**config.mk**
```make
export PLATFORM = sky130hd
export DESIGN_NAME = irq_timebase
export DESIGN_NICKNAME = d
export VERILOG_FILES = /design/src/rtl/irq_tb_pkg.sv /design/src/rtl/irq_timebase.sv
export SDC_FILE = /design/constraint.sdc
export NUM_CORES = 1
export LEC_CHECK = 0
export BUFFER_PORTS_ARGS = -buffer_cell sky130_fd_sc_hd__buf_2
export CAP_MARGIN = 25
export CELL_PAD_IN_SITES_DETAIL_PLACEMENT = 0
export CELL_PAD_IN_SITES_GLOBAL_PLACEMENT = 1
export CORE_MARGIN = 3
export CORE_UTILIZATION = 50
export DETAILED_ROUTE_END_ITERATION = 10
export PLACE_DENSITY_LB_ADDON = 0.1
export SLEW_MARGIN = 20
export SYNTH_ARGS = -nofsm -noshare
export SYNTH_HDL_FRONTEND = slang
export SYNTH_SLANG_ARGS = --single-unit
```
**constraint.sdc**
```tcl
create_clock -name i_sys_clk -period 3.35 [get_ports i_sys_clk]
set_clock_uncertainty 0.05 [all_clocks]
set_input_delay 0.67 -clock i_sys_clk [delete_from_list [all_inputs] [get_ports i_sys_clk]]
set_output_delay 0.67 -clock i_sys_clk [all_outputs]
set_load 0.05 [all_outputs]
```
**src/rtl/irq_tb_pkg.sv**
```systemverilog
// Constants shared by the interrupt and time base block.
// Assumes an 8-bit register port and a 125 MHz system clock.
package irq_tb_pkg;
	localparam int ADDR_W = 8;
	localparam int DATA_W = 8;
	localparam int CONV_W = 12;
	localparam int SRC_N = 8;
	localparam int GRP_N = 4;
	localparam int VEC_W = 3;
	localparam int TB_CNT_W = 15;
	localparam logic [ADDR_W-1:0] OFS_CTRL = 8'h00;
	localparam logic [ADDR_W-1:0] OFS_FLAGS = 8'h01;
	localparam logic [ADDR_W-1:0] OFS_SRC_FLAG = 8'h02;
	localparam logic [ADDR_W-1:0] OFS_PT_FLAG = 8'h03;
	localparam logic [ADDR_W-1:0] OFS_SRC_EN = 8'h04;
	localparam logic [ADDR_W-1:0] OFS_PT_EN = 8'h05;
	localparam logic [ADDR_W-1:0] OFS_UB_LO = 8'h06;
	localparam logic [ADDR_W-1:0] OFS_UB_HI = 8'h07;
	localparam logic [ADDR_W-1:0] OFS_LB_LO = 8'h08;
	localparam logic [ADDR_W-1:0] OFS_LB_HI = 8'h09;
	localparam logic [ADDR_W-1:0] OFS_TICK_CTRL = 8'h0a;
	localparam logic [ADDR_W-1:0] OFS_PSC_SRC = 8'h0b;
	localparam logic [DATA_W-1:0] PSC_SRC_RESET = 8'h00;
	localparam logic [1:0] PSC_SYS = 2'h0;
	localparam logic [1:0] PSC_SYS_DIV4 = 2'h1;
	localparam logic [1:0] DIV4_LAST = 2'h3;
	localparam logic [TB_CNT_W:0] TB_BASE_MASK = 16'h0100;
	localparam logic [VEC_W-1:0] VEC_PROT = 3'h0;
	localparam logic [VEC_W-1:0] VEC_GRP0 = 3'h1;
	localparam logic [VEC_W-1:0] VEC_GRP2 = 3'h3;
	localparam logic [VEC_W-1:0] VEC_TICK = 3'h5;
	localparam int GRP_PWM = 2;
	localparam int GRP_PT = 3;
endpackage

```
**src/rtl/irq_timebase.sv**
```systemverilog
// Interrupt request logic and time base tick generator.
// Assumes synchronous event pulses and an 8-bit strobed register port.
// Notes on behaviour
// - Motor protection signal sets the protection request flag.
// - Protection vector needs flag, global enable, protection enable and a free stack.
// - Servicing protection clears its flag and the global enable.
// - Any enabled source flag of a group sets that group's request flag.
// - Group vector needs group flag, global and group enables, free stack.
// - Group service clears group flag and global enable; software clears source flags.
// - Converter limit request follows above-upper and below-lower compare enables.
// - Conversion end sets done flag; vectoring needs global, group, source enables.
// - Capture overflow and compare set their flags, feeding group one.
// - One period-match and three duty-match PWM requests feed group two.
// - PWM group service clears group flag and global enable only.
// - Periodic timer owns A and P match flags with an enable each.
// - Timer request pends only when a match flag and group flag are set.
// - Divider overflow sets tick flag; service clears it.
// - Tick vector needs global and tick enables and a free stack.
// - Tick period comes from dividing the prescaler clock by a selectable ratio.
// - Source 00 system clock, 01 system clock over four, 1x sub clock.
// - Prescaler select bits seven to two read zero.
// - Period codes 000 to 111 give two to the eight through fifteen.
// - Any flag rising wakes the device regardless of enables.
// - Return-from-interrupt sets the global enable; plain return does not.
//
// Decided for this implementation: the plain strobed port and the register addresses.
`timescale 1ns/10ps
module irq_timebase
	import irq_tb_pkg::*;
(
	input wire logic i_sys_clk,
	input wire logic i_rst_n,
	input wire logic [ADDR_W-1:0] i_addr,
	input wire logic [DATA_W-1:0] i_wdata,
	input wire logic i_wr,
	input wire logic i_rd,
	output logic [DATA_W-1:0] o_rdata,
	input wire logic i_motor_protect_signal,
	input wire logic i_conv_done,
	input wire logic [CONV_W-1:0] i_conv_result,
	input wire logic i_capture_ovf,
	input wire logic i_capture_cmp,
	input wire logic i_pwm_period_match,
	input wire logic [2:0] i_pwm_duty_match,
	input wire logic i_ptimer_a_match,
	input wire logic i_ptimer_p_match,
	input wire logic i_sub_clk_tick,
	input wire logic i_stack_full,
	input wire logic i_return_from_irq,
	output logic o_vector_valid,
	output logic [VEC_W-1:0] o_vector,
	output logic o_global_irq_en,
	output logic o_wake
);
	typedef struct packed {
		logic global_irq_en;
		logic protect_irq_en;
		logic tick_irq_en;
		logic [GRP_N-1:0] grp_en;
		logic protect_req_flag;
		logic tick_req_flag;
		logic [GRP_N-1:0] group_req_flag;
		logic [SRC_N-1:0] src_flag;
		logic [SRC_N-1:0] src_en;
		logic [1:0] pt_flag;
		logic [1:0] pt_en;
		logic above_upper_cmp_en;
		logic below_lower_cmp_en;
		logic [CONV_W-1:0] upper_bound;
		logic [CONV_W-1:0] lower_bound;
		logic tick_on;
		logic [2:0] tick_period_sel;
		logic [1:0] prescaler_src_sel;
		logic [1:0] div4;
		logic [TB_CNT_W-1:0] tick_cnt;
		logic [DATA_W-1:0] rdata;
		logic vec_valid;
		logic [VEC_W-1:0] vec;
		logic wake;
	} state_t;

	state_t s_r;
	state_t s_nxt;
	logic limit_hit;
	logic [SRC_N-1:0] src_set;
	logic [GRP_N-1:0] grp_set;
	logic [5:0] pend;
	logic psc_pulse;
	logic [TB_CNT_W:0] tb_mask;
	logic tb_ovf;
	logic [15:0] old_flags;
	logic [15:0] new_flags;

	// Limit compare is judged only on the done strobe, so a stale result never retriggers.
	assign limit_hit = i_conv_done && ((s_r.above_upper_cmp_en && i_conv_result > s_r.upper_bound)
		|| (s_r.below_lower_cmp_en && i_conv_result < s_r.lower_bound));
	assign src_set = {i_pwm_duty_match, i_pwm_period_match, i_capture_cmp, i_capture_ovf,
		limit_hit, i_conv_done};

	// Groups 0 to 2 each collect a contiguous slice of the source flags; group 3 takes the timer matches.
	genvar g;
	generate
		for (g = 0; g < GRP_N - 1; g++)
		begin : grp_gen
			if (g == GRP_PWM)
			begin : pwm_g
				assign grp_set[g] = |(src_set[SRC_N-1:4] & s_r.src_en[SRC_N-1:4]);
			end
			else
			begin : pair_g
				assign grp_set[g] = |(src_set[2*g+1 -: 2] & s_r.src_en[2*g+1 -: 2]);
			end
		end
	endgenerate
	assign grp_set[GRP_PT] = |({i_ptimer_p_match, i_ptimer_a_match} & s_r.pt_en);

	assign pend[0] = s_r.protect_req_flag && s_r.protect_irq_en;
	assign pend[GRP_N:1] = s_r.group_req_flag & s_r.grp_en;
	assign pend[5] = s_r.tick_req_flag && s_r.tick_irq_en;

	// A slow prescaler only ever stretches the divider; one counter covers every ratio.
	always_comb
	begin
		case (s_r.prescaler_src_sel)
			PSC_SYS: psc_pulse = 1'b1;
			PSC_SYS_DIV4: psc_pulse = (s_r.div4 == DIV4_LAST);
			default: psc_pulse = i_sub_clk_tick;
		endcase
	end
	assign tb_mask = (TB_BASE_MASK << s_r.tick_period_sel) - 16'h0001;
	assign tb_ovf = s_r.tick_on && psc_pulse
		&& (({1'b0, s_r.tick_cnt} & tb_mask) == tb_mask);

	assign old_flags = {s_r.protect_req_flag, s_r.tick_req_flag, s_r.group_req_flag,
		s_r.src_flag, s_r.pt_flag};

	always_comb
	begin
		s_nxt = s_r;
		s_nxt.rdata = '0;
		s_nxt.vec_valid = 1'b0;
		s_nxt.div4 = s_r.div4 + 2'h1;
		if (s_r.tick_on && psc_pulse)
		begin
			s_nxt.tick_cnt = s_r.tick_cnt + 15'h0001;
		end
		if (i_return_from_irq)
		begin
			s_nxt.global_irq_en = 1'b1;
		end
		if (i_wr)
		begin
			case (i_addr)
				OFS_CTRL:
				begin
					{s_nxt.grp_en, s_nxt.tick_irq_en, s_nxt.protect_irq_en, s_nxt.global_irq_en} = i_wdata[6:0];
				end
				OFS_FLAGS:
				begin
					{s_nxt.group_req_flag, s_nxt.tick_req_flag, s_nxt.protect_req_flag} =
						{s_r.group_req_flag, s_r.tick_req_flag, s_r.protect_req_flag} & ~i_wdata[5:0];
				end
				OFS_SRC_FLAG: s_nxt.src_flag = s_r.src_flag & ~i_wdata;
				OFS_PT_FLAG: s_nxt.pt_flag = s_r.pt_flag & ~i_wdata[1:0];
				OFS_SRC_EN: s_nxt.src_en = i_wdata;
				OFS_PT_EN:
				begin
					{s_nxt.below_lower_cmp_en, s_nxt.above_upper_cmp_en, s_nxt.pt_en} = i_wdata[3:0];
				end
				OFS_UB_LO: s_nxt.upper_bound[7:0] = i_wdata;
				OFS_UB_HI: s_nxt.upper_bound[CONV_W-1:8] = i_wdata[3:0];
				OFS_LB_LO: s_nxt.lower_bound[7:0] = i_wdata;
				OFS_LB_HI: s_nxt.lower_bound[CONV_W-1:8] = i_wdata[3:0];
				OFS_TICK_CTRL:
				begin
					s_nxt.tick_on = i_wdata[7];
					s_nxt.tick_period_sel = i_wdata[2:0];
				end
				OFS_PSC_SRC: s_nxt.prescaler_src_sel = i_wdata[1:0];
				default: ;
			endcase
		end
		if (i_rd)
		begin
			case (i_addr)
				OFS_CTRL: s_nxt.rdata = {1'b0, s_r.grp_en, s_r.tick_irq_en, s_r.protect_irq_en, s_r.global_irq_en};
				OFS_FLAGS: s_nxt.rdata = {2'h0, s_r.group_req_flag, s_r.tick_req_flag, s_r.protect_req_flag};
				OFS_SRC_FLAG: s_nxt.rdata = s_r.src_flag;
				OFS_PT_FLAG: s_nxt.rdata = {6'h00, s_r.pt_flag};
				OFS_SRC_EN: s_nxt.rdata = s_r.src_en;
				OFS_PT_EN: s_nxt.rdata = {4'h0, s_r.below_lower_cmp_en, s_r.above_upper_cmp_en, s_r.pt_en};
				OFS_UB_LO: s_nxt.rdata = s_r.upper_bound[7:0];
				OFS_UB_HI: s_nxt.rdata = {4'h0, s_r.upper_bound[CONV_W-1:8]};
				OFS_LB_LO: s_nxt.rdata = s_r.lower_bound[7:0];
				OFS_LB_HI: s_nxt.rdata = {4'h0, s_r.lower_bound[CONV_W-1:8]};
				OFS_TICK_CTRL: s_nxt.rdata = {s_r.tick_on, 4'h0, s_r.tick_period_sel};
				OFS_PSC_SRC: s_nxt.rdata = {6'h00, s_r.prescaler_src_sel};
				default: s_nxt.rdata = '0;
			endcase
		end
		// Service takes the lowest pending index, passing over index 4 while both timer match flags are clear; the rest keep their flags.
		if (s_r.global_irq_en && !i_stack_full && (|pend))
		begin
			s_nxt.vec_valid = 1'b1;
			s_nxt.global_irq_en = 1'b0;
			if (pend[0])
			begin
				s_nxt.vec = VEC_PROT;
				s_nxt.protect_req_flag = 1'b0;
			end
			else if (pend[1])
			begin
				s_nxt.vec = VEC_GRP0;
				s_nxt.group_req_flag[0] = 1'b0;
			end
			else if (pend[2])
			begin
				s_nxt.vec = VEC_GRP0 + 3'h1;
				s_nxt.group_req_flag[1] = 1'b0;
			end
			else if (pend[3])
			begin
				s_nxt.vec = VEC_GRP2;
				s_nxt.group_req_flag[GRP_PWM] = 1'b0;
			end
			else if (pend[4] && (|s_r.pt_flag))
			begin
				s_nxt.vec = VEC_GRP2 + 3'h1;
				s_nxt.group_req_flag[GRP_PT] = 1'b0;
			end
			else if (pend[5])
			begin
				s_nxt.vec = VEC_TICK;
				s_nxt.tick_req_flag = 1'b0;
			end
			else
			begin
				s_nxt.vec_valid = 1'b0;
				s_nxt.global_irq_en = s_r.global_irq_en;
			end
		end
		// Sets come last so an event in the clearing cycle is never lost.
		if (i_motor_protect_signal)
		begin
			s_nxt.protect_req_flag = 1'b1;
		end
		if (tb_ovf)
		begin
			s_nxt.tick_req_flag = 1'b1;
		end
		s_nxt.src_flag = s_nxt.src_flag | src_set;
		s_nxt.pt_flag = s_nxt.pt_flag | {i_ptimer_p_match, i_ptimer_a_match};
		s_nxt.group_req_flag = s_nxt.group_req_flag | grp_set;
		new_flags = {s_nxt.protect_req_flag, s_nxt.tick_req_flag, s_nxt.group_req_flag,
			s_nxt.src_flag, s_nxt.pt_flag};
		s_nxt.wake = |(new_flags & ~old_flags);
	end

	always_ff @(posedge i_sys_clk or negedge i_rst_n)
	begin
		if (!i_rst_n)
		begin
			s_r <= '0;
		end
		else
		begin
			s_r <= s_nxt;
		end
	end

	assign o_rdata = s_r.rdata;
	assign o_vector_valid = s_r.vec_valid;
	assign o_vector = s_r.vec;
	assign o_global_irq_en = s_r.global_irq_en;
	assign o_wake = s_r.wake;
endmodule

```
After elaboration in Yosys (flattened, before gate mapping)
Index checks and enable logic that the tools add are counted.
{"block": "op_classes", "shifts": 1, "add_sub_neg": 3, "muxes": 51, "eq_ne": 15, "bitwise_logic": 17, "reduce_logical": 32, "n_lt_le_gt_ge": 2}
{"operator": "case mux 8 bit (12 select lines)", "count": 1}
{"operator": "2-to-1 mux 65 bit", "count": 1}
{"operator": "2-to-1 mux 8 bit", "count": 5}
{"operator": "== test 8 x 3 -> 1 bit, second input constant", "count": 4}
{"operator": "== test 8 x 4 -> 1 bit, second input constant", "count": 4}
{"operator": "2-to-1 mux 4 bit", "count": 6}
{"operator": "2-to-1 mux 1 bit", "count": 23}
{"operator": "2-to-1 mux 3 bit", "count": 7}
{"operator": "AND reduction 2 bit", "count": 10}
{"operator": "AND 15 x 16 -> 16 bit", "count": 1}
{"operator": "AND 16 bit", "count": 1}
{"operator": "== test 16 bit", "count": 1}
{"operator": "== test 8 x 2 -> 1 bit, second input constant", "count": 2}
{"operator": "inverter 16 bit", "count": 1}
{"operator": "OR reduction 16 bit", "count": 1}
{"operator": "<< shifter 9 x 3 -> 16 bit, first input constant", "count": 1}
{"operator": "subtractor 16 x 1 -> 16 bit, second input constant", "count": 1}
{"operator": "adder 15 x 1 -> 15 bit, second input constant", "count": 1}
{"operator": "greater-than comparator 12 bit", "count": 1}
{"operator": "< comparator 12 bit", "count": 1}
{"operator": "2-to-1 mux 6 bit", "count": 2}
{"operator": "logical AND 1 bit", "count": 10}
{"operator": "AND 2 bit", "count": 4}
{"operator": "AND 4 bit", "count": 2}
{"operator": "other kinds (25)", "count": 30}
{"block": "word_totals", "word_cells": 147, "ff_bits": 95, "in_bits": 45}

Longest topological paths before layout
Gate-level depths: netlist of run 1.
{"block": "logic_depth", "depth_word": 14, "ltp_mapped": 9, "ltp_nobuf": 8}

Least setup slack after synthesis of run 1
Ideal clock, no wire load.
{"block": "synth_timing", "path_type": "in2reg", "from": "in i_addr[5]", "to": "reg s_r[89] (netlist name)", "path_slack_ns": 1.045, "setup_ns": 0.125, "cell_stages": 5, "n_path_buf": 1, "t_arrival_ns": 2.130, "path_cell_list": "or4_4 nor3_4 and3_1 buf_4 mux2_2"}
{"block": "synth_between", "elab_chain_len": 2}
{"item": "from (decl)", "line_no": "irq_timebase.sv:33", "rtl": "input wire logic [ADDR_W-1:0] i_addr,"}
{"item": "zero test 8 bit", "line_no": "irq_timebase.sv:153", "rtl": "case (i_addr)"}
{"item": "AND reduction 2 bit (no line)"}
{"item": "to (signal assigned)", "line_no": "irq_timebase.sv:267", "rtl": "s_r <= s_nxt;"}
{"item": "to (decl)", "line_no": "irq_timebase.sv:82", "rtl": "state_t s_r;"}
Every way passes these cells.
A chain may end at the register's enable or synchronous reset.

Worst setup path in the final report of run 1
{"block": "layout_timing", "from": "in i_addr[5]", "to": "reg s_r (netlist bit old_flags[10])"}
{"block": "layout_between", "elab_chain_len": 7}
{"item": "== test 8 x 1 -> 1 bit (*)", "line_no": "irq_timebase.sv:153"}
{"item": "2-to-1 mux 6 bit (*)", "line_no": "irq_timebase.sv:153"}
{"item": "2-to-1 mux 65 bit (*)", "line_no": "irq_timebase.sv:151", "rtl": "if (i_wr)"}
{"item": "2-to-1 mux 1 bit", "line_no": "irq_timebase.sv:211", "rtl": "else if (pend[1])"}
{"item": "2-to-1 mux 5 bit", "line_no": "irq_timebase.sv:206", "rtl": "if (pend[0])"}
{"item": "2-to-1 mux 6 bit (*)", "line_no": "irq_timebase.sv:202", "rtl": "if (s_r.global_irq_en && !i_stack_full && (|pend))"}
{"item": "OR 4 bit (*)", "line_no": "irq_timebase.sv:253", "rtl": "s_nxt.group_req_flag = s_nxt.group_req_flag | grp_set;"}
{"item": "via new_flags[10]", "line_no": "irq_timebase.sv:92", "rtl": "logic [15:0] new_flags;"}
The timed path passes the listed nets; every way through them passes the cells marked *.

==> impl_metrics.sql, run 1 <==
INSERT INTO impl_metrics (metric_group, metric, value, unit) VALUES
('yosys', 'synth_async_sr_flop_share', '100.0', '%'),
('sta', 'post-route-period-util', '70.92', '%'),
('clock_network', 'post-cts-setup-buffer-count', '0', ''),
('clock_network', 'cts_hold_buf', '0', ''),
('yosys', 'yosysWarningCount', '0', ''),
('yosys', 'synth.top_cell.area_share', '43.58', '%'),
('yosys', 'synth_flop_cell', 'sky130_fd_sc_hd__dfrtp_1', ''),
('clock_network', 'tritoncts', 'built', ''),
('placement', 'dp_hpwl', '10490', 'µm'),
('critical_path', 'crit_path_end_kind', 'flop', ''),
('power_and_ir_drop', 'post-layout-total-power', '2.569', 'mW'),
('drt', 'initialDrtViolationCount', '383', ''),
('clock_network', 'clk-insertion-delay-late', '0.36', 'ns'),
('yosys', 'post_synth_inst_count', '528', ''),
('global_route', 'grt_first_pass_wirelength', '22440', 'µm'),
('placement', 'placed_cells_incl_taps', '693', ''),
('layout', 'area_growth', '9.748', '%'),
('critical_path', 'critical_path.top_delay_family', 'simple AND/OR/NAND/NOR gates', ''),
('power_and_ir_drop', 'worst_voltage_drop_across_the_vdd_grid', '0.0001889', 'V'),
('critical_path', 'criticalPathCategory', 'in2reg', ''),
('critical_path', 'worst_path_max_delay_cell', 'sky130_fd_sc_hd__or4_4', ''),
('global_route', 'globalRouteTotalUtil', '23.12', '%'),
('floorplanning', 'placeableCoreArea', '10460', 'µm²'),
('sta', 'final_hold_viol_count', '0', ''),
('drt', 'detail_route.drc_violations', '0', ''),
('sta', 'finalSetupTns', '0', 'ns'),
('yosys', 'yosys_register_bits', '95', ''),
('clock_network', 'clkTransAtPathRegs', '0.09', 'ns'),
('placement', 'gp_congestion', '0.8609', ''),
('layout', 'final-instance-count-excl-fill', '709', ''),
('yosys', 'netlist-cell-type-count', '66', ''),
('sta', 'rsz0062_at_grt', 'false', ''),
('drt', 'drt-wirelength-per-cell', '19.86', 'µm'),
('drt', 'drt_wl_total', '14080', 'µm'),
('floorplanning', 'initial_core_util', '52.14', '%'),
('clock_network', 'cts_buffer_depth', '2', ''),
('layout', 'antenna_cells_inserted', '0', ''),
('drt', 'route.vias.total', '4157', ''),
('floorplanning', 'vertical_die_dimension', '110.5', 'µm'),
('status', 'outcome', 'finished clean', ''),
('yosys', 'synth_seq_area_share', '43.58', '%'),
('yosys', 'post-synth-top-area-cell', 'sky130_fd_sc_hd__dfrtp_1', ''),
('drt', 'postRouteAntennaNets', '0', ''),
('critical_path', 'critical_path.max_stage_delay', '0.57', 'ns'),
('sta', 'final_setup_violation_count', '0', ''),
('yosys', 'postSynthAreaPerCell', '10.33', 'µm²'),
('clock_network', 'number_of_clock_sinks', '95', ''),
('yosys', 'edff_count_synth', '0', ''),
('min_path', 'holdCritPathClass', 'in2async', ''),
('critical_path', 'critical_path.max_fanout', '10', ''),
('drt', 'detail_route.first_pass.iterations', '5', ''),
('clock_network', 'htree_levels', '3', ''),
('power_and_ir_drop', 'power_per_cell_area', '429.0', 'nW/µm²'),
('global_route', 'grt_pass1_vias', '4087', ''),
('floorplanning', 'floorplan.io_pins', '59', ''),
('critical_path', 'crit_chain', 'buf_2 -> or4_4 -> nor3_4 -> and2_1 -> a311oi_1 -> nor2_1 -> a31oi_1', ''),
('floorplanning', 'chipWidth', '110.5', 'µm'),
('layout', 'drive_gt1_share', '25.13', '%'),
('yosys', 'synthesis.area', '5455', 'µm²'),
('sta', 'maxSlewHeadroom', '58.66', '%'),
('clock_network', 'cts_repair_resize_count', '0', ''),
('placement', 'dp_worst_setup_slack', '0.6246', 'ns'),
('critical_path', 'crit_path_arrival_time', '2.56', 'ns'),
('sta', 'layout_min_cycle_time', '2.376', 'ns'),
('placement', 'buffer_ports.inserted', '58', ''),
('layout', 'fin_nets', '639', ''),
('flow_run', 'max_cap_violations', '0', ''),
('clock_network', 'tritoncts.num_buffers', '9', ''),
('layout', 'filler_cell_count', '963', ''),
('global_route', 'grt_antenna_before_repair', '0', ''),
('yosys', 'synth.net_count', '599', '');
==> worst register-to-register path, cell delays in order (launching register included) <==
cell	delay, ns
sky130_fd_sc_hd__dfrtp_1	0.51
sky130_fd_sc_hd__or3_1	0.44
sky130_fd_sc_hd__ha_1	0.27
sky130_fd_sc_hd__nor4b_1	0.32
sky130_fd_sc_hd__o31ai_1	0.14
sky130_fd_sc_hd__a41o_1	0.22
sky130_fd_sc_hd__a31o_2	0.21
==> per-layer routing <==
layer,wire (µm),global-route usage (%),vias up,part of all wire [%]
met1,6577,34.36,2036,47
met4,140,5.172,0,0.99
li1,-,-,1957,-
met2,6397,34.87,157,45
met3,964,4.822,7,6.8
met5,0,0,-,0
==> worst paths after layout <==
check | startpoint | end | depth (start not counted)
max in group asynchronous | i_rst_n | s_r[41] | 2
worst min register to register | s_r[28] | s_r[28] | 1
worst max-delay path | i_addr[5] | old_flags[10] | 7
min in group i_sys_clk | s_r[28] | s_r[28] | 1
worst min-delay path | i_rst_n | s_r[23] | 1
worst max register to register | s_r[34] | o_wake | 6
==> state kept, by name, summed over array words and instances, names as in the netlist <==
name,flops
s_r,65
old_flags,16
o_rdata,8
o_vector,3
o_global_irq_en,1
o_vector_valid,1
o_wake,1
==> final cells by class <==
type / instances / area, µm² / share of cell area [%]
inverter: 47 / 176.4 / 2.947
multi-input combinational: 352 / 2696 / 45.04
sequential: 95 / 2377 / 39.71
timing repair buffer: 63 / 342.8 / 5.726
clock inverter: 3 / 65.06 / 1.087
tap: 136 / 170.2 / 2.842
clock buffer: 13 / 158.9 / 2.654
==> Yosys cell counts, types with 5 or more instances <==
| cell type | n |
|---|---|
| sky130_fd_sc_hd__a22oi_1 | 8 |
| sky130_fd_sc_hd__and3_1 | 7 |
| sky130_fd_sc_hd__a21o_1 | 6 |
| sky130_fd_sc_hd__nor2_1 | 25 |
| sky130_fd_sc_hd__nor2b_1 | 5 |
| sky130_fd_sc_hd__nand4_1 | 14 |
| sky130_fd_sc_hd__o22ai_1 | 5 |
| sky130_fd_sc_hd__clkbuf_1 | 11 |
| sky130_fd_sc_hd__xnor2_1 | 10 |
| sky130_fd_sc_hd__buf_4 | 14 |
| sky130_fd_sc_hd__o21ai_0 | 14 |
| sky130_fd_sc_hd__mux2i_1 | 10 |
| sky130_fd_sc_hd__buf_2 | 5 |
| sky130_fd_sc_hd__nand2_1 | 42 |
| sky130_fd_sc_hd__nand3_1 | 26 |
| sky130_fd_sc_hd__a21oi_1 | 25 |
| sky130_fd_sc_hd__ha_1 | 26 |
| sky130_fd_sc_hd__inv_1 | 47 |
| sky130_fd_sc_hd__dfrtp_1 | 95 |
| sky130_fd_sc_hd__mux2_2 | 46 |
| sky130_fd_sc_hd__nand2b_1 | 6 |
| sky130_fd_sc_hd__mux2_4 | 8 |
==> kinds of logic (layout without fill, tap and decap cells) <==
| logic type | after synthesis | after routing | synth area share [%] |
|---|---|---|---|
| buffers and inverters | 81 | 126 | 6.995 |
| AND/OR/NAND/NOR | 147 | 147 | 14.22 |
| AO/OA/AOI/OAI | 99 | 99 | 12.64 |
| multiplexers | 66 | 66 | 14.36 |
| adder cells (fa/ha/maj) | 26 | 26 | 5.963 |
| flip-flops | 95 | 95 | 43.58 |
| XOR/XNOR | 14 | 14 | 2.248 |
==> placed cells by master, fill, tap and decap left out, types with 3 or more instances in the layout <==
master / netlist / layout
sky130_fd_sc_hd__nand4_1: 14 / 14
sky130_fd_sc_hd__xor2_1: 4 / 4
sky130_fd_sc_hd__nand2b_1: 6 / 6
sky130_fd_sc_hd__nand2_1: 42 / 42
sky130_fd_sc_hd__dfrtp_1: 95 / 95
sky130_fd_sc_hd__and2_1: 4 / 4
sky130_fd_sc_hd__mux2_2: 46 / 46
sky130_fd_sc_hd__xnor2_1: 10 / 10
sky130_fd_sc_hd__a211oi_1: 4 / 4
sky130_fd_sc_hd__a221oi_1: 3 / 3
sky130_fd_sc_hd__nand3_1: 26 / 26
sky130_fd_sc_hd__a21o_1: 6 / 6
sky130_fd_sc_hd__a31oi_1: 3 / 3
sky130_fd_sc_hd__a222oi_1: 3 / 3
sky130_fd_sc_hd__mux2i_1: 10 / 10
sky130_fd_sc_hd__o22ai_1: 5 / 5
sky130_fd_sc_hd__nor4_1: 3 / 3
sky130_fd_sc_hd__and3_1: 7 / 7
sky130_fd_sc_hd__buf_4: 14 / 5
sky130_fd_sc_hd__nor2b_1: 5 / 5
sky130_fd_sc_hd__nor2_1: 25 / 25
sky130_fd_sc_hd__a21oi_1: 25 / 25
sky130_fd_sc_hd__mux2_4: 8 / 8
sky130_fd_sc_hd__inv_1: 47 / 47
sky130_fd_sc_hd__clkbuf_8: 0 / 11
sky130_fd_sc_hd__o21ai_0: 14 / 14
sky130_fd_sc_hd__buf_2: 5 / 57
sky130_fd_sc_hd__a22oi_1: 8 / 8
sky130_fd_sc_hd__ha_1: 26 / 26
==> per-stage QoR <==
stage	cell area, µm²	utilization (%)
final	5987	57.22
after global placement	5763	55.08
after detailed placement	5763	55.08
after global routing	5987	57.22
after CTS	5987	57.22
after floorplan	5455	-
==> where the power goes <==
part           switching, mW  internal (mW)  total, mW
Clock                  0.386          0.461      0.847
Combinational          0.246          0.167      0.413
Sequential            0.0852           1.22       1.31
Power figures use the tool's default switching activity.
==> run 2, diff against run 1 <==
--- a/config.mk
+++ b/config.mk
@@ -5,12 +5,13 @@
 export SDC_FILE = /design/constraint.sdc
 export NUM_CORES = 1
 export LEC_CHECK = 0
+export ABC_AREA = 1
 export BUFFER_PORTS_ARGS = -buffer_cell sky130_fd_sc_hd__buf_2
 export CAP_MARGIN = 25
 export CELL_PAD_IN_SITES_DETAIL_PLACEMENT = 0
 export CELL_PAD_IN_SITES_GLOBAL_PLACEMENT = 1
 export CORE_MARGIN = 3
-export CORE_UTILIZATION = 50
+export CORE_UTILIZATION = 44
 export DETAILED_ROUTE_END_ITERATION = 10
 export PLACE_DENSITY_LB_ADDON = 0.1
 export SLEW_MARGIN = 20
==> constraint.sdc (replaced) <==
create_clock -name i_sys_clk -period 2.29 [get_ports i_sys_clk]
set_clock_uncertainty 0.05 [all_clocks]
set_input_delay 0.458 -clock i_sys_clk [delete_from_list [all_inputs] [get_ports i_sys_clk]]
set_output_delay 0.458 -clock i_sys_clk [all_outputs]
set_load 0.05 [all_outputs]
==> impl_metrics.sql, run 2 <==
INSERT INTO impl_metrics (metric_group, metric, value, unit) VALUES
('drt', 'drt_wl_total', '14260', 'µm'),
('global_route', 'groute.layer.met2.usage', '34.09', '%'),
('clock_network', 'cts_repair_resize_count', '0', ''),
('sta', 'rsz0062_at_grt', 'false', ''),
('global_route', 'grt.overflow.total', '0', ''),
('sta', 'layout_min_cycle_time', '2.028', 'ns'),
('drt', 'vias_per_cell', '5.284', ''),
('yosys', 'post_synth_inst_count', '664', ''),
('yosys', 'compound_gate_portion_of_the_synthesized_area', '14.56', '%'),
('yosys', 'synthSimpleGateAreaFrac', '23.38', '%'),
('yosys', 'edff_count_synth', '0', ''),
('layout', 'area_growth', '13.19', '%'),
('layout', 'fin_nets', '792', ''),
('critical_path', 'critical_path.max_fanout', '7', ''),
('floorplanning', 'chipWidth', '116.8', 'µm'),
('clock_network', 'tritoncts.num_buffers', '9', ''),
('yosys', 'synth_seq_area_share', '43.98', '%'),
('layout', 'fin_util', '52.24', '%'),
('floorplanning', 'initial_core_util', '46.15', '%'),
('placement', 'gp_congestion', '0.8767', ''),
('yosys', 'synth_top_cells_by_count', 'sky130_fd_sc_hd__nand2_1, sky130_fd_sc_hd__inv_1, sky130_fd_sc_hd__dfrtp_1', ''),
('critical_path', 'critical_path.startpoint_type', 'flop', ''),
('yosys', 'library_cell_with_the_highest_instance_count_after_synthesis', 'sky130_fd_sc_hd__nand2_1', ''),
('floorplanning', 'std_cell_rows', '39', ''),
('yosys', 'synth.top_cell.area_share', '43.98', '%'),
('clock_network', 'clockRootBuffer', 'sky130_fd_sc_hd__clkbuf_16', ''),
('clock_network', 'tritoncts', 'built', ''),
('yosys', 'synth.net_count', '735', ''),
('sta', 'finalSetupTns', '0', 'ns'),
('layout', 'most-common-layout-cells', 'sky130_fd_sc_hd__nand2_1, sky130_fd_sc_hd__inv_1, sky130_fd_sc_hd__dfrtp_1, sky130_fd_sc_hd__o21ai_0, sky130_fd_sc_hd__buf_2', ''),
('drt', 'detail_route.first_pass.iterations', '5', ''),
('layout', 'largest_register_ff_count', '65', ''),
('yosys', 'netlist-cell-type-count', '42', ''),
('yosys', 'synth_async_sr_flop_share', '100.0', '%'),
('global_route', 'globalRouteTotalUtil', '22.09', '%'),
('layout', 'drive_gt1_share', '17.49', '%'),
('sta', 'maxSlewHeadroom', '63.05', '%'),
('power_and_ir_drop', 'leakage', '2.999', 'nW'),
('drt', 'drt-wirelength-per-cell', '16.41', 'µm'),
('global_route', 'pin_count_of_the_biggest_net_entering_global_routing', '40', ''),
('power_and_ir_drop', 'power_per_cell_area', '669.5', 'nW/µm²'),
('sta', 'timing_worst_slew_pin_value', '0.5542', 'ns'),
('yosys', 'synth_flop_cell', 'sky130_fd_sc_hd__dfrtp_1', ''),
('clock_network', 'clkTransAtPathRegs', '0.07', 'ns'),
('clock_network', 'clk-insertion-delay-late', '0.34', 'ns'),
('clock_network', 'cts_buffer_depth', '2', ''),
('yosys', 'synth_xor_area_share', '2.269', '%'),
('drt', 'detail_route.drc_violations', '0', ''),
('layout', 'layout.cells.most_common', 'sky130_fd_sc_hd__nand2_1', ''),
('floorplanning', 'vertical_die_dimension', '116.8', 'µm'),
('floorplanning', 'floorplan.io_pins', '59', ''),
('yosys', 'synth_area_leaders', 'sky130_fd_sc_hd__dfrtp_1, sky130_fd_sc_hd__nand2_1, sky130_fd_sc_hd__inv_1, sky130_fd_sc_hd__ha_1, sky130_fd_sc_hd__o21ai_0', ''),
('drt', 'postRouteAntennaNets', '0', ''),
('critical_path', 'crit_path_end_kind', 'flop', ''),
('yosys', 'yosysWarningCount', '0', ''),
('clock_network', 'post-cts-setup-buffer-count', '0', ''),
('drt', 'initialDrtViolationCount', '385', ''),
('flow_run', 'max_cap_violations', '0', ''),
('yosys', 'synthesis.area', '5405', 'µm²'),
('yosys', 'main_combinational_cell_family_by_area_after_synthesis', 'simple AND/OR/NAND/NOR gates', ''),
('sta', 'max_freq', '493.1', 'MHz'),
('placement', 'dp_hpwl', '11180', 'µm'),
('clock_network', 'htree_levels', '3', ''),
('sta', 'post-route-period-util', '88.56', '%'),
('min_path', 'holdCritPathClass', 'in2async', ''),
('status', 'outcome', 'finished clean', ''),
('floorplanning', 'die-area', '13650', 'µm²'),
('drt', 'route.vias.total', '4592', ''),
('global_route', 'grt_first_pass_wirelength', '23090', 'µm'),
('yosys', 'post-synth-top-area-cell', 'sky130_fd_sc_hd__dfrtp_1', ''),
('sta', 'final_setup_violation_count', '0', ''),
('global_route', 'globalRoute.busiestLayer', 'met2', ''),
('global_route', 'grt_antenna_before_repair', '0', ''),
('floorplanning', 'placeableCoreArea', '11710', 'µm²'),
('global_route', 'grt_pass1_vias', '4409', ''),
('yosys', 'yosys_register_bits', '95', ''),
('clock_network', 'number_of_clock_sinks', '95', ''),
('sta', 'timing_max_transition_violations_final', '0', ''),
('critical_path', 'crit_path_arrival_time', '2.21', 'ns'),
('clock_network', 'cts_hold_buf', '0', ''),
('global_route', 'global_route_met3_utilization', '3.959', '%'),
('power_and_ir_drop', 'worst_voltage_drop_across_the_vdd_grid', '0.0004712', 'V'),
('critical_path', 'criticalPathCategory', 'reg2reg', ''),
('placement', 'placed_cells_incl_taps', '853', ''),
('layout', 'antenna_cells_inserted', '0', ''),
('layout', 'final-instance-count-excl-fill', '869', ''),
('placement', 'buffer_ports.inserted', '58', ''),
('sta', 'final_hold_viol_count', '0', ''),
('yosys', 'postSynthAreaPerCell', '8.140', 'µm²'),
('global_route', 'grt_util_met1', '32.37', '%'),
('power_and_ir_drop', 'post-layout-total-power', '4.097', 'mW'),
('layout', 'largest_register_by_flop_count', 's_r', ''),
('critical_path', 'crit_required', '2.47', 'ns'),
('yosys', 'synth_mux_area_share', '0.2083', '%'),
('yosys', 'area_share_of_fa_ha_maj_cells_after_synthesis', '6.019', '%');
run 2: cell types whose count changed after synthesis, sizes merged, moves of 8 or more:
cell,before,now
nand2,43,170
o21ai,14,78
inv,47,107
mux2,54,1
nor2,25,37
clkbuf,11,0
mux2i,10,0
nor3,3,13
a22oi,9,0
nand3,26,34
o22ai,5,13
run 2: path summary, 6_finish.rpt:
check                                             from            end  slack [ns]  cells after the start
worst max register to register                 s_r[33]         o_wake        0.26                     12
worst min-delay path                           i_rst_n        s_r[40]        0.04                      1
max in group asynchronous                      i_rst_n        s_r[68]        1.51                      2
min in group i_sys_clk          i_motor_protect_signal  old_flags[15]        0.29                      3
worst min register to register                 s_r[28]        s_r[28]        0.37                      1
worst max-delay path                           s_r[33]         o_wake        0.26                     12
run 2: final cells by class:
class | count | area, µm²
inverters | 107 | 401.6
fillers | 1152 | 5593
flip-flops and latches | 95 | 2377
clock buffers | 11 | 242.7
multi-input cells | 444 | 2510
well taps | 143 | 178.9
clock inverters | 5 | 57.56
repair buffers | 64 | 350.3
run 2: cell families after synthesis:
kind of cell | after synthesis
fa+ha+maj | 26
simple gates | 267
compound gates | 136
mux | 1
buf+inv | 125
flops | 95
xor+xnor | 14
run 2: where the power goes:
part | internal [mW] | switching [mW]
logic | 0.222 | 0.461
registers | 1.80 | 0.0931
clock network | 0.877 | 0.640
total | 2.90 | 1.19
run 2: stage by stage:
stage          hold WS, ns  cell area [µm²]  setup WS [ns]
2_1_floorplan       0.1124             5405         0.4570
3_3_place_gp        0.3644             5818         0.2956
3_5_place_dp        0.3676             5818         0.2633
4_1_cts            0.06350             6118         0.2508
5_1_grt            0.08431             6118        0.09945
6_report           0.04375             6118         0.2620
run 2: layer usage:
| layer | vias up | part of all wire (%) |
|---|---|---|
| met1 | 2170 | 47 |
| li1 | 2283 | - |
| met2 | 122 | 47 |
| met4 | 0 | 1.3 |
| met3 | 17 | 4.8 |
| met5 | - | 0 |
run 2: worst max-delay path: stages (launching register included):
cell	delay (ns)
sky130_fd_sc_hd__dfrtp_1	0.42
sky130_fd_sc_hd__inv_1	0.20
sky130_fd_sc_hd__nand3_1	0.14
sky130_fd_sc_hd__ha_1	0.30
sky130_fd_sc_hd__or2_2	0.29
sky130_fd_sc_hd__nand3_1	0.06
sky130_fd_sc_hd__a21oi_1	0.04
sky130_fd_sc_hd__nand3_1	0.07
sky130_fd_sc_hd__nor2_1	0.05
sky130_fd_sc_hd__nand3_1	0.09
sky130_fd_sc_hd__nand2_1	0.05
sky130_fd_sc_hd__nor2_1	0.09
sky130_fd_sc_hd__nand2_1	0.06
==> run 3, diff against run 2 <==
--- a/config.mk
+++ b/config.mk
@@ -11,7 +11,7 @@
 export CELL_PAD_IN_SITES_DETAIL_PLACEMENT = 0
 export CELL_PAD_IN_SITES_GLOBAL_PLACEMENT = 1
 export CORE_MARGIN = 3
-export CORE_UTILIZATION = 44
+export CORE_UTILIZATION = 48
 export DETAILED_ROUTE_END_ITERATION = 10
 export PLACE_DENSITY_LB_ADDON = 0.1
 export SLEW_MARGIN = 20
==> constraint.sdc (replaced) <==
create_clock -name i_sys_clk -period 2.6 [get_ports i_sys_clk]
set_clock_uncertainty 0.05 [all_clocks]
set_input_delay 0.52 -clock i_sys_clk [delete_from_list [all_inputs] [get_ports i_sys_clk]]
set_output_delay 0.52 -clock i_sys_clk [all_outputs]
set_load 0.05 [all_outputs]
==> impl_metrics.sql, run 3 (synthesized netlist as in run 2, its figures left out) <==
INSERT INTO impl_metrics (metric_group, metric, value, unit) VALUES
('floorplanning', 'chipWidth', '112.1', 'µm'),
('power_and_ir_drop', 'power_per_cell_area', '597.8', 'nW/µm²'),
('sta', 'post-route-period-util', '79.61', '%'),
('placement', 'dp_worst_setup_slack', '0.4797', 'ns'),
('clock_network', 'cts_buffer_depth', '2', ''),
('critical_path', 'source_of_the_worst_register_to_register_timing_path', 's_r[34]', ''),
('global_route', 'grt_antenna_before_repair', '0', ''),
('critical_path', 'crit_required', '2.78', 'ns'),
('floorplanning', 'placeableCoreArea', '10940', 'µm²'),
('drt', 'route.vias.total', '4556', ''),
('critical_path', 'criticalPathCategory', 'reg2reg', ''),
('layout', 'largest_register_ff_count', '65', ''),
('sta', 'finalSetupTns', '0', 'ns'),
('global_route', 'grt_first_pass_wirelength', '23930', 'µm'),
('sta', 'maxSlewHeadroom', '63.88', '%'),
('clock_network', 'cts_repair_resize_count', '0', ''),
('sta', 'rsz0062_at_grt', 'false', ''),
('global_route', 'grt.overflow.total', '0', ''),
('layout', 'fin_nets', '789', ''),
('sta', 'max_freq', '483.1', 'MHz'),
('layout', 'area_growth', '12.80', '%'),
('clock_network', 'clk-insertion-delay-late', '0.35', 'ns'),
('layout', 'layout.cells.most_common', 'sky130_fd_sc_hd__nand2_1', ''),
('drt', 'postRouteAntennaNets', '0', ''),
('min_path', 'holdCritPathClass', 'in2async', ''),
('clock_network', 'clockRootBuffer', 'sky130_fd_sc_hd__clkbuf_16', ''),
('floorplanning', 'initial_core_util', '49.43', '%'),
('sta', 'layout_min_cycle_time', '2.070', 'ns'),
('placement', 'buffer_ports.inserted', '58', ''),
('clock_network', 'number_of_clock_sinks', '95', ''),
('placement', 'gp_congestion', '0.8862', ''),
('critical_path', 'r2r.worst_path.cells', '12', ''),
('floorplanning', 'floorplan.io_pins', '59', ''),
('sta', 'timing_worst_slew_pin_value', '0.5419', 'ns'),
('placement', 'dp_hpwl', '11310', 'µm'),
('layout', 'drive_gt1_share', '17.29', '%'),
('critical_path', 'critical_path.startpoint_type', 'flop', ''),
('drt', 'vias_per_cell', '5.279', ''),
('floorplanning', 'vertical_die_dimension', '112.1', 'µm'),
('drt', 'drt_wl_total', '14470', 'µm'),
('clock_network', 'tritoncts.num_buffers', '9', ''),
('clock_network', 'cts_hold_buf', '0', ''),
('layout', 'most-common-layout-cells', 'sky130_fd_sc_hd__nand2_1, sky130_fd_sc_hd__inv_1, sky130_fd_sc_hd__dfrtp_1, sky130_fd_sc_hd__o21ai_0, sky130_fd_sc_hd__buf_2', ''),
('sta', 'final_hold_viol_count', '0', ''),
('sta', 'worst_slack', '0.5301', 'ns'),
('critical_path', 'timing.reg2reg.setup_slack', '0.53', 'ns'),
('clock_network', 'clkTransAtPathRegs', '0.07', 'ns'),
('floorplanning', 'die-area', '12570', 'µm²'),
('global_route', 'globalRouteTotalUtil', '23.95', '%'),
('sta', 'final_setup_violation_count', '0', ''),
('status', 'outcome', 'finished clean', ''),
('critical_path', 'crit_path_arrival_time', '2.25', 'ns'),
('drt', 'initialDrtViolationCount', '333', ''),
('global_route', 'grt_pass1_vias', '4594', ''),
('clock_network', 'tritoncts', 'built', ''),
('global_route', 'pin_count_of_the_biggest_net_entering_global_routing', '42', ''),
('drt', 'drt-wirelength-per-cell', '16.76', 'µm'),
('critical_path', 'worst_r2r_endpoint', 'o_wake', ''),
('power_and_ir_drop', 'leakage', '2.983', 'nW'),
('floorplanning', 'std_cell_rows', '38', ''),
('power_and_ir_drop', 'worst_voltage_drop_across_the_vdd_grid', '0.0003917', 'V'),
('clock_network', 'post-cts-setup-buffer-count', '0', ''),
('critical_path', 'critical_path.max_fanout', '10', ''),
('drt', 'detail_route.first_pass.iterations', '5', ''),
('sta', 'timing_max_transition_violations_final', '0', ''),
('drt', 'detail_route.drc_violations', '0', ''),
('layout', 'antenna_cells_inserted', '0', ''),
('flow_run', 'max_cap_violations', '0', ''),
('critical_path', 'crit_path_end_kind', 'flop', ''),
('clock_network', 'htree_levels', '3', ''),
('layout', 'largest_register_by_flop_count', 's_r', '');
[run 3: layout make-up]
type | instances | area, µm²
multi-input combinational | 444 | 2510
timing repair buffer | 61 | 327.8
clock inverter | 7 | 80.08
sequential | 95 | 2377
inverter | 107 | 401.6
tap | 140 | 175.2
clock buffer | 9 | 225.2
fill | 1086 | 4838
[run 3: report_power, final]
part / switching, mW / internal, mW / leakage, nW
registers: 0.0854 / 1.59 / 1.20
logic: 0.401 / 0.193 / 1.63
clock network: 0.617 / 0.760 / 0.148
total: 1.10 / 2.54 / 2.98
[run 3: through the flow]
stage	power (mW)	cell area, µm²	utilization, %	cells	hold slack (ns)
final	3.645	6097	55.76	863	0.09944
after CTS	3.679	6097	55.76	863	0.1160
after global placement	2.283	5792	52.96	847	0.3620
after detailed placement	2.299	5792	52.96	847	0.3680
after global routing	3.818	6097	55.76	863	0.1426
after floorplan	2.112	5405	-	664	0.1744
[run 3: worst max path at each step]
stage | startpoint | to | slack [ns]
floorplan | s_r[34] | o_wake | 0.77
global placement | i_conv_result[5] | o_wake | 0.52
detailed placement | i_conv_result[7] | o_wake | 0.48
CTS | s_r[33] | o_wake | 0.53
global route | s_r[34] | o_wake | 0.39
finish | s_r[34] | o_wake | 0.53
[run 3: layer usage]
metal  track usage (%)  wire [µm]  vias to the layer above
met2             37.54       6671                       96
met3             3.181        554                       23
met5                 0          0                        -
met1             33.76       6832                     2157
li1                  -          -                     2280
met4             9.696        406                        0
[run 3: worst max-delay path: stages (launching register included)]
cell,delay (ns)
sky130_fd_sc_hd__dfrtp_1,0.52
sky130_fd_sc_hd__inv_1,0.16
sky130_fd_sc_hd__nand3_1,0.10
sky130_fd_sc_hd__ha_1,0.29
sky130_fd_sc_hd__or2_2,0.29
sky130_fd_sc_hd__nand3_1,0.07
sky130_fd_sc_hd__a21oi_1,0.05
sky130_fd_sc_hd__nand3_1,0.06
sky130_fd_sc_hd__nor2_1,0.05
sky130_fd_sc_hd__nand3_1,0.09
sky130_fd_sc_hd__nand2_1,0.05
sky130_fd_sc_hd__nor2_1,0.10
sky130_fd_sc_hd__nand2_1,0.07
